File: config.mk
export PLATFORM = sky130hd
export DESIGN_NAME = axis_io_setup_and_status
export DESIGN_NICKNAME = d
export VERILOG_FILES = /design/src/axis_io_pkg.sv /design/src/axis_io_setup_and_status.sv
export SDC_FILE = /design/constraint.sdc
export NUM_CORES = 1
export LEC_CHECK = 0
export BUFFER_PORTS_ARGS = -buffer_cell sky130_fd_sc_hd__buf_2
export CAP_MARGIN = 0
export CORE_MARGIN = 2
export CORE_UTILIZATION = 45
export CTS_CLUSTER_DIAMETER = 50
export CTS_CLUSTER_SIZE = 30
export DETAILED_ROUTE_END_ITERATION = 8
export GPL_ROUTABILITY_DRIVEN = 0
export GPL_TIMING_DRIVEN = 0
export PLACE_DENSITY = 0.83
export SETUP_SLACK_MARGIN = 0.5
export SLEW_MARGIN = 15
export SYNTH_ARGS = -nofsm -noshare
export SYNTH_HDL_FRONTEND = slang
export SYNTH_SLANG_ARGS = --single-unit
File: constraint.sdc
create_clock -name i_clk -period 1.5 [get_ports i_clk]
set_input_delay 0.15 -clock i_clk [delete_from_list [all_inputs] [get_ports i_clk]]
set_output_delay 0.15 -clock i_clk [all_outputs]
set_load 0.01 [all_outputs]
File: src/axis_io_pkg.sv
// Package: constants and carriers for the axis I/O setup and status block
package axis_io_pkg;

    // ----------------------------------------
    // Command byte layout
    // ----------------------------------------
    localparam logic [1:0] CMD_OUTPUT_SETTING = 2'h3;
    localparam int CMD_CLASS_HI = 7;
    localparam int CMD_CLASS_LO = 6;
    localparam int SET_POLARITY = 0;
    localparam int SET_PULSE_MASK = 1;
    localparam int SET_SEQ_MASK = 2;
    localparam int SET_RAMP_HOLD = 3;
    localparam int SET_FILTER = 4;
    localparam int SET_MONITOR = 5;
    localparam logic [5:0] SETTING_RESET = 6'h20;

    // ----------------------------------------
    // Primary status positions
    // ----------------------------------------
    localparam int PS_STOP_IRQ = 0;
    localparam int PS_RAMPDOWN_IRQ = 1;
    localparam int PS_START_IRQ = 2;
    localparam int PS_BUSY = 3;
    localparam int PS_REM_ZERO = 4;
    localparam int PS_RAMPDOWN = 5;
    localparam int PS_ACCEL = 6;
    localparam int PS_DECEL = 7;

    // ----------------------------------------
    // Extended status positions
    // ----------------------------------------
    localparam int XS_INPUTS_LO = 0;
    localparam int XS_EXC_ORIGIN = 7;
    localparam int XS_PHASE_LO = 8;
    localparam int XS_MINUS_PULSE = 12;
    localparam int XS_PLUS_PULSE = 13;
    localparam int XS_GENERAL = 14;
    localparam int XS_IRQ = 15;

    // ----------------------------------------
    // Timing: filter accepts pulses longer than this many clocks
    // ----------------------------------------
    localparam int FILTER_CYCLES = 3;
    localparam logic [1:0] FILTER_LIMIT = 2'(FILTER_CYCLES);

    // ----------------------------------------
    // Carriers
    // ----------------------------------------
    // Sense inputs, active low at the pins
    typedef struct packed {
        logic plus_slowdown;
        logic minus_slowdown;
        logic ext_start;
        logic halt;
        logic origin;
        logic plus_limit;
        logic minus_limit;
    } sense_t;

    // Decoded output-setting fields
    typedef struct packed {
        logic monitor_mode_sel;
        logic input_filter_en;
        logic ramp_hold;
        logic sequence_mask;
        logic pulse_mask;
        logic pulse_polarity_sel;
    } setting_t;

    // Motion state from the ramp generator
    typedef struct packed {
        logic decelerating;
        logic accelerating;
        logic busy;
        logic stop_irq;
        logic rampdown_irq;
        logic start_irq;
    } motion_t;

endpackage

File: src/axis_io_setup_and_status.sv
// Module: output-setting decode, pin conditioning and status words
// Behaviour
// Command with bits 7,6 set is output setting
// Bit 0 picks step polarity and direction sense
// Bit 1 masks steps, freezes sequence, counter runs
// Bit 2 forces fixed sequence pattern from mask
// Port mode leaves pins; phase monitor still follows
// Bit 3 holds ramp speed, clearing releases
// Bit 4 filters origin, limit and halt inputs, over 3 clocks
// Bit 5 monitor mode; serial forces it one
// Host always writes monitor mode one
// Primary bits 0-2 irq pending, active low
// Bit 3 busy, bit 4 remaining zero
// Bit 5 rampdown passed, 6 accel, 7 decel
// Extended 0-6 mirror sense pins, low reads one
// Extended 7 excitation origin position
// Extended 8-14 phase, pulse, general levels
// Extended 15 axis interrupt active
`timescale 1ns/10ps
`default_nettype none

module axis_io_setup_and_status
    import axis_io_pkg::*;
(
    // Clock and reset
    input wire logic i_clk,
    input wire logic i_rstn,
    // Command write from host interface
    input wire logic i_cmd_wr,
    input wire logic [7:0] i_cmd_data,
    input wire logic i_serial_if,
    // Environment settings
    input wire logic [3:0] i_mask_value_sel,
    input wire logic i_port_mode_sel,
    input wire logic [3:0] i_port_pin_out,
    // Sense pins, raw and active low
    input wire sense_t i_sense_n,
    // Core motion signals
    input wire motion_t i_motion,
    input wire logic [23:0] i_remaining_pulses,
    input wire logic [23:0] i_rampdown_point,
    input wire logic i_step_req,
    input wire logic i_dir_minus,
    input wire logic [3:0] i_seq_phase,
    input wire logic i_seq_origin,
    input wire logic i_general_out,
    // Settings seen by the core
    output logic o_ramp_hold,
    output logic o_seq_advance,
    output logic o_count_step,
    output sense_t o_sense_n,
    output logic o_monitor_mode_sel,
    output logic [7:0] o_setting_byte,
    // Pins
    output logic o_step_out,
    output logic o_direction_pulse_out,
    output logic [3:0] o_phase_out,
    // Status words
    output logic [7:0] o_primary_status,
    output logic [15:0] o_extended_status
);

    // ----------------------------------------
    // Output-setting register
    // ----------------------------------------
    setting_t set_q;
    logic is_setting;

    assign is_setting = i_cmd_wr &&
        (i_cmd_data[CMD_CLASS_HI:CMD_CLASS_LO] == CMD_OUTPUT_SETTING);

    always_ff @(posedge i_clk or negedge i_rstn)
    begin
        if (!i_rstn)
        begin
            set_q <= setting_t'(SETTING_RESET);
        end
        else if (is_setting)
        begin
            set_q <= setting_t'(i_cmd_data[5:0]);
            // Serial host cannot clear extended monitor; host should
            // always write one anyway
            if (i_serial_if)
            begin
                set_q.monitor_mode_sel <= 1'b1;
            end
        end
        else if (i_serial_if)
        begin
            set_q.monitor_mode_sel <= 1'b1;
        end
    end

    assign o_monitor_mode_sel = set_q.monitor_mode_sel;
    assign o_setting_byte = {CMD_OUTPUT_SETTING, 6'(set_q)};
    assign o_ramp_hold = set_q.ramp_hold;

    // ----------------------------------------
    // Sense input synchronisers and filters
    // ----------------------------------------
    sense_t sync1_q;
    sense_t sync2_q;

    always_ff @(posedge i_clk or negedge i_rstn)
    begin
        if (!i_rstn)
        begin
            sync1_q <= '1;
            sync2_q <= '1;
        end
        else
        begin
            sync1_q <= i_sense_n;
            sync2_q <= sync1_q;
        end
    end

    // Each input gets a small run counter; a level only passes after it
    // has held longer than the limit, trading latency for noise immunity
    sense_t filt_q;
    logic [1:0] run_q [7];

    genvar g;
    generate
        for (g = 0; g < 7; g++)
        begin : g_filt
            always_ff @(posedge i_clk or negedge i_rstn)
            begin
                if (!i_rstn)
                begin
                    run_q[g] <= 2'h0;
                    filt_q[g] <= 1'b1;
                end
                else if (sync2_q[g] == filt_q[g])
                begin
                    run_q[g] <= 2'h0;
                end
                else if (run_q[g] == FILTER_LIMIT)
                begin
                    filt_q[g] <= sync2_q[g];
                    run_q[g] <= 2'h0;
                end
                else
                begin
                    run_q[g] <= run_q[g] + 2'h1;
                end
            end
        end
    endgenerate

    // Only origin, limits and halt are filtered
    sense_t use_filt;
    sense_t sense_n;

    always_comb
    begin
        use_filt = '0;
        use_filt.origin = set_q.input_filter_en;
        use_filt.plus_limit = set_q.input_filter_en;
        use_filt.minus_limit = set_q.input_filter_en;
        use_filt.halt = set_q.input_filter_en;
        sense_n = (use_filt & filt_q) | (~use_filt & sync2_q);
    end

    assign o_sense_n = sense_n;

    // ----------------------------------------
    // Step, direction and sequence outputs
    // ----------------------------------------
    logic step_q;
    logic dir_q;
    logic [3:0] phase_q;
    logic [3:0] seq_pat;

    // Counter keeps running even when the pins are masked
    assign o_count_step = i_step_req;
    assign o_seq_advance = i_step_req && !set_q.pulse_mask;
    assign seq_pat = set_q.sequence_mask ? i_mask_value_sel
                                         : i_seq_phase;

    always_ff @(posedge i_clk or negedge i_rstn)
    begin
        if (!i_rstn)
        begin
            step_q <= 1'b1;
            dir_q <= 1'b1;
        end
        else
        begin
            step_q <= (i_step_req && !set_q.pulse_mask)
                      ^ ~set_q.pulse_polarity_sel;
            dir_q <= i_dir_minus ^ ~set_q.pulse_polarity_sel;
        end
    end

    always_ff @(posedge i_clk or negedge i_rstn)
    begin
        if (!i_rstn)
        begin
            phase_q <= 4'h0;
        end
        else
        begin
            phase_q <= i_port_mode_sel ? i_port_pin_out : seq_pat;
        end
    end

    assign o_step_out = step_q;
    assign o_direction_pulse_out = dir_q;
    assign o_phase_out = phase_q;

    // ----------------------------------------
    // Status words
    // ----------------------------------------
    logic [7:0] prim_d;
    logic [15:0] ext_d;
    logic [7:0] prim_q;
    logic [15:0] ext_q;

    always_comb
    begin
        prim_d = 8'h00;
        prim_d[PS_STOP_IRQ] = ~i_motion.stop_irq;
        prim_d[PS_RAMPDOWN_IRQ] = ~i_motion.rampdown_irq;
        prim_d[PS_START_IRQ] = ~i_motion.start_irq;
        prim_d[PS_BUSY] = i_motion.busy;
        prim_d[PS_REM_ZERO] = (i_remaining_pulses == 24'h000000);
        prim_d[PS_RAMPDOWN] = (i_remaining_pulses <= i_rampdown_point);
        prim_d[PS_ACCEL] = i_motion.accelerating;
        prim_d[PS_DECEL] = i_motion.decelerating;
    end

    always_comb
    begin
        ext_d = 16'h0000;
        ext_d[XS_INPUTS_LO +: 7] = ~7'(sense_n);
        ext_d[XS_EXC_ORIGIN] = i_seq_origin;
        // Monitor follows the sequence even when pins are ports
        ext_d[XS_PHASE_LO +: 4] = seq_pat;
        ext_d[XS_MINUS_PULSE] = dir_q;
        ext_d[XS_PLUS_PULSE] = step_q;
        ext_d[XS_GENERAL] = i_general_out;
        ext_d[XS_IRQ] = i_motion.stop_irq | i_motion.rampdown_irq
                        | i_motion.start_irq;
    end

    always_ff @(posedge i_clk or negedge i_rstn)
    begin
        if (!i_rstn)
        begin
            prim_q <= 8'h07;
            ext_q <= 16'h0000;
        end
        else
        begin
            prim_q <= prim_d;
            ext_q <= ext_d;
        end
    end

    assign o_primary_status = prim_q;
    assign o_extended_status = ext_q;

endmodule

`default_nettype wire

## Word-level counts from Yosys, hierarchy flattened

Index checks and enable logic that the tools add are counted.
Widths: inputs -> output; s select.

| cells by class | value |
|---|---|
| add/sub/neg operators | 7 |
| order comparisons | 1 |
| eq/ne operators | 15 |
| mux-type cells | 19 |
| bitwise operators | 20 |
| reductions and logical operators | 12 |

Operators with widths:

| kind | count |
|---|---|
| $mux 2 | 14 |
| $le 24x24->1 | 1 |
| $logic_not 24->1 | 1 |
| $eq 2x2->1 const B | 8 |
| $add 2x1->2 const B | 7 |
| $reduce_and 2->1 | 7 |
| $not 1->1 | 11 |
| $mux 4 | 2 |
| $and 4x7->7 | 1 |
| $and 7x7->7 | 1 |
| $eq 1x1->1 | 7 |
| $not 4->7 | 1 |
| $not 7->7 | 1 |
| $or 7x7->7 | 1 |
| $mux 1 | 3 |
| $logic_and 1x1->1 | 2 |
| $or 1x1->1 | 2 |
| $reduce_bool 2->1 | 1 |
| $xor 1x1->1 | 2 |
| $logic_not 1->1 | 1 |

| word-level totals | value |
|---|---|
| register bits after elaboration | 71 |
| input bits | 90 |
| output and inout bits | 49 |
| logic and storage cells | 113 |

## Longest topological paths before layout

| logic depth | value |
|---|---|
| word-level depth | 4 |
| mapped depth | 7 |
| mapped depth without buffers | 7 |

## Worst setup path before layout

No wires, ideal clock.

| path | value |
|---|---|
| kind | input to register |
| start point | input port i_rampdown_point[22] |
| end point | register prim_q[5] (netlist: o_primary_status[5]) |
| arrival time | 1.180 ns |
| setup slack | 0.198 ns |
| cell stages on the path | 7 |
| cells stage by stage | inv_1 > ha_1 > nand4_2 > nor4_4 > a221oi_1 > o21ai_1 > o21ai_1 |

| on the way | value |
|---|---|
| longest elaborated chain between the ends | 1 |

RTL lines:

| what | RTL line | text |
|---|---|---|
| start: declaration | axis_io_setup_and_status.sv:41 | `input wire logic [23:0] i_rampdown_point,` |
| $le 24x24->1 | axis_io_setup_and_status.sv:228 | `prim_d[PS_RAMPDOWN] = (i_remaining_pulses <= i_rampdown_point);` |
| via prim_d[5] | axis_io_setup_and_status.sv:215 | `logic [7:0] prim_d;` |
| end signal: assignment | axis_io_setup_and_status.sv:256 | `prim_q <= prim_d;` |
| end: declaration | axis_io_setup_and_status.sv:217 | `logic [7:0] prim_q;` |

The timed path passes the listed nets, and every way through them passes these cells.
A chain may end at the register's enable or synchronous reset.

==> impl_metrics.tcl <==
set metrics [dict create \
    crit_chain "buf_8 > mux2i_2 > inv_1 > buf_2" \
    diodes 0 \
    synth_common_cells "dfrtp_1, inv_1, ha_1" \
    reg2reg_to "o_phase_out[0]$_DFF_PN0_" \
    portBuffers 136 \
    cp-start-kind "flip-flop" \
    holdWs_ps -129 \
    fp.dieH_um 82.3 \
    end_kind "output pin" \
    wl_per_cell_um 15.2 \
    r2r_cells 2 \
    dr_total_vias 2319 \
    coreArea_um2 5920 \
    ys_top_cells_by_area "dfrtp_1, dfstp_2, ha_1" \
    area_delta_synth_final_pct 62.5 \
    synth-seq-cells 62 \
    p_sw_mw 1.46 \
    grt_pass1_vias 2339 \
    wirelength_mm 7.26 \
    crit_fanout 5 \
    grt_max_degree 63 \
    tightest_slew_ps 729 \
    final_nets 517 \
    rsz0062_at_grt "true" \
    clockBufferDepth 2 \
    maxCapViolCount 0 \
    cp.depth 4 \
    grt-ovfl-total 0 \
    postPlaceCellArea_um2 3630 \
    violations "hold timing" \
    synth_area_um2 2760 \
    p_clk_frac 0.297 \
    slowest_delay_ps 380 \
    drv_slew 0 \
    pin_count 139 \
    ys.flop_type "dfrtp_1" \
    synth.most_common_cell "dfrtp_1" \
    clk_pin_slew_ps 70 \
    postSynthAreaPerCell_um2 12.4 \
    power_leakage_nw 2.24 \
    cp.required_ps 1350 \
    internal_power_mw 3.89 \
    viasPerCell 4.84 \
    placementRows 28 \
    ir_drop_mv 0.964 \
    status "complete, but fails checks" \
    swShare 0.274 \
    detailedRoute.firstIterationViolations 95 \
    drive_above_1_share 0.597 \
    clk_latency_ps 330 \
    hold_class "in2async" \
    yosysTopAreaCell "dfrtp_1" \
    ys_types 27 \
    pwr-share-seq 0.425 \
    powerDensity_nw_per_um2 1190 \
    htreeDepth 3 \
    yosysTopAreaCellShare 0.344 \
    cts_buffers 9 \
    drtPass1Iterations 4 \
    antenna_left 0 \
    worstSetupPathType "reg2out" \
    cp_top_family "flip-flops" \
    synth_enable_flop_cells 0 \
    drc 0 \
    grt_pass1_wl_mm 10.2 \
    max_freq_mhz 689 \
    yosys_warnings 0 \
    setup_violations 0 \
    final_util 0.758 \
    cp_num_buf_inv 3 \
    worstPathArrival_ps 1300 \
    cts_num_sinks 62 \
    synth-seq-area-share 0.573 \
    slew_headroom 0.514 \
    pwr-share-comb 0.278 \
    start_util 0.466 \
    cts-root-buf "clkbuf_8" \
    cts_tree "done" \
    hold_buffers 17 \
    fin_skew_ps 5.85 \
    hpwl_mm 4.68 \
    crit_slowest_cell "dfrtp_1" \
    antenna_found_initial 0 \
    syn_inst 222 \
    final-hold-violation-count 38 \
    design_area_um2 4490 \
    grtUsageTotal 0.204 \
    die-area_um2 6780 \
    worstReg2RegStart "o_setting_byte[2]$_DFFE_PN0P_" \
    die_x_um 82.3 \
    async_reset_ff_frac 1.00 \
    min_period_over_period 0.968 \
    finalCriticalPeriod_ps 1450 \
    ff2ff_setup_slack_ps 310 \
]
[kinds of logic after synthesis]
family / Yosys count / share of synthesized area
XOR/XNOR: 6 / 0.0190
multiplexers: 21 / 0.0838
adder cells (fa/ha/maj): 28 / 0.127
flip-flops: 62 / 0.573
other: 1 / 0.00136
AND/OR/NAND/NOR: 39 / 0.0811
buffers and inverters: 44 / 0.0707
AO/OA/AOI/OAI: 21 / 0.0444
[cell usage in the layout (no fill, tap or decap), types with 3 or more instances in the layout]
master,instances
o21ai_0,3
nor3_1,4
ha_1,18
dfrtp_1,37
buf_8,3
nor2_1,5
mux2_2,12
a21oi_1,11
nor2b_1,5
nor4_1,6
mux2_4,5
xnor2_1,6
buf_4,14
nand3_1,5
nand4_1,4
inv_1,26
buf_6,39
clkbuf_8,10
dlygate4sd3_1,17
nand2_1,6
inv_2,7
buf_2,101
ha_4,9
dfstp_2,24
mux2i_4,3
[per-layer routing]
metal / vias up / track usage / part of all wire
met5: - / 0 / 0
met2: 92 / 0.385 / 0.56
met4: 0 / 0.0733 / 0.0092
met1: 1120 / 0.218 / 0.36
met3: 7 / 0.0500 / 0.065
li1: 1100 / - / -
[cell type report]
type	count	area (µm²)
plain buffers	9	93.8
clock buffers	12	145
clock inverters	4	70.1
fillers	354	1430
inverters	35	146
multi-input cells	117	1180
flip-flops and latches	62	1580
well taps	75	93.8
repair buffers	165	1170
[what timing repair did]
item	CTS	global route
resized for setup	44	30
endpoints found under the setup margin	29	52
hold endpoints to repair	55	38
pin swaps	10	7
setup buffers	8	4
[through the flow]
stage	total power [mW]	worst slack, ps	hold slack, ps	std cells	setup TNS (ps)
detailed placement	3.36	-58.8	256	434	-58.8
global route	5.64	-12.9	-64.4	479	-12.9
global placement	3.28	-29.4	256	434	-29.4
CTS	5.18	74.7	-101	475	0
finish	5.35	48.3	-129	479	0
floorplan	2.85	267	-146	223	0
[registers in the layout, indices dropped and copies added, names as in the netlist, 4 cells and up]
register	cells
o_extended_status	16
o_primary_status	8
o_phase_out	4
o_setting_byte	4
filt_q	4
sync2_q	7
sync1_q	7
run_q	8
[worst max path at each step]
stage | to | slack [ps] | start
after floorplan | o_primary_status[5]$_DFF_PN0_ | 270 | i_rampdown_point[15]
after global placement | o_primary_status[5]$_DFF_PN0_ | -30 | i_rampdown_point[15]
after detailed placement | o_primary_status[5]$_DFF_PN0_ | -60 | i_rampdown_point[15]
after CTS | o_sense_n[3] | 70 | o_setting_byte[4]$_DFFE_PN0P_
after global routing | o_sense_n[0] | -10 | o_setting_byte[4]$_DFFE_PN0P_
final | o_sense_n[2] | 50 | o_setting_byte[4]$_DFFE_PN0P_
[power groups by stage]
stage | clock network (mW) | registers [mW] | logic, mW
after floorplan | 0 | 2.28 | 0.571
after global placement | 0 | 2.22 | 1.06
after detailed placement | 0 | 2.25 | 1.12
after CTS | 1.60 | 2.24 | 1.34
after global routing | 1.70 | 2.30 | 1.64
final | 1.59 | 2.27 | 1.49
No activity file was read; power rests on OpenSTA's default activity.
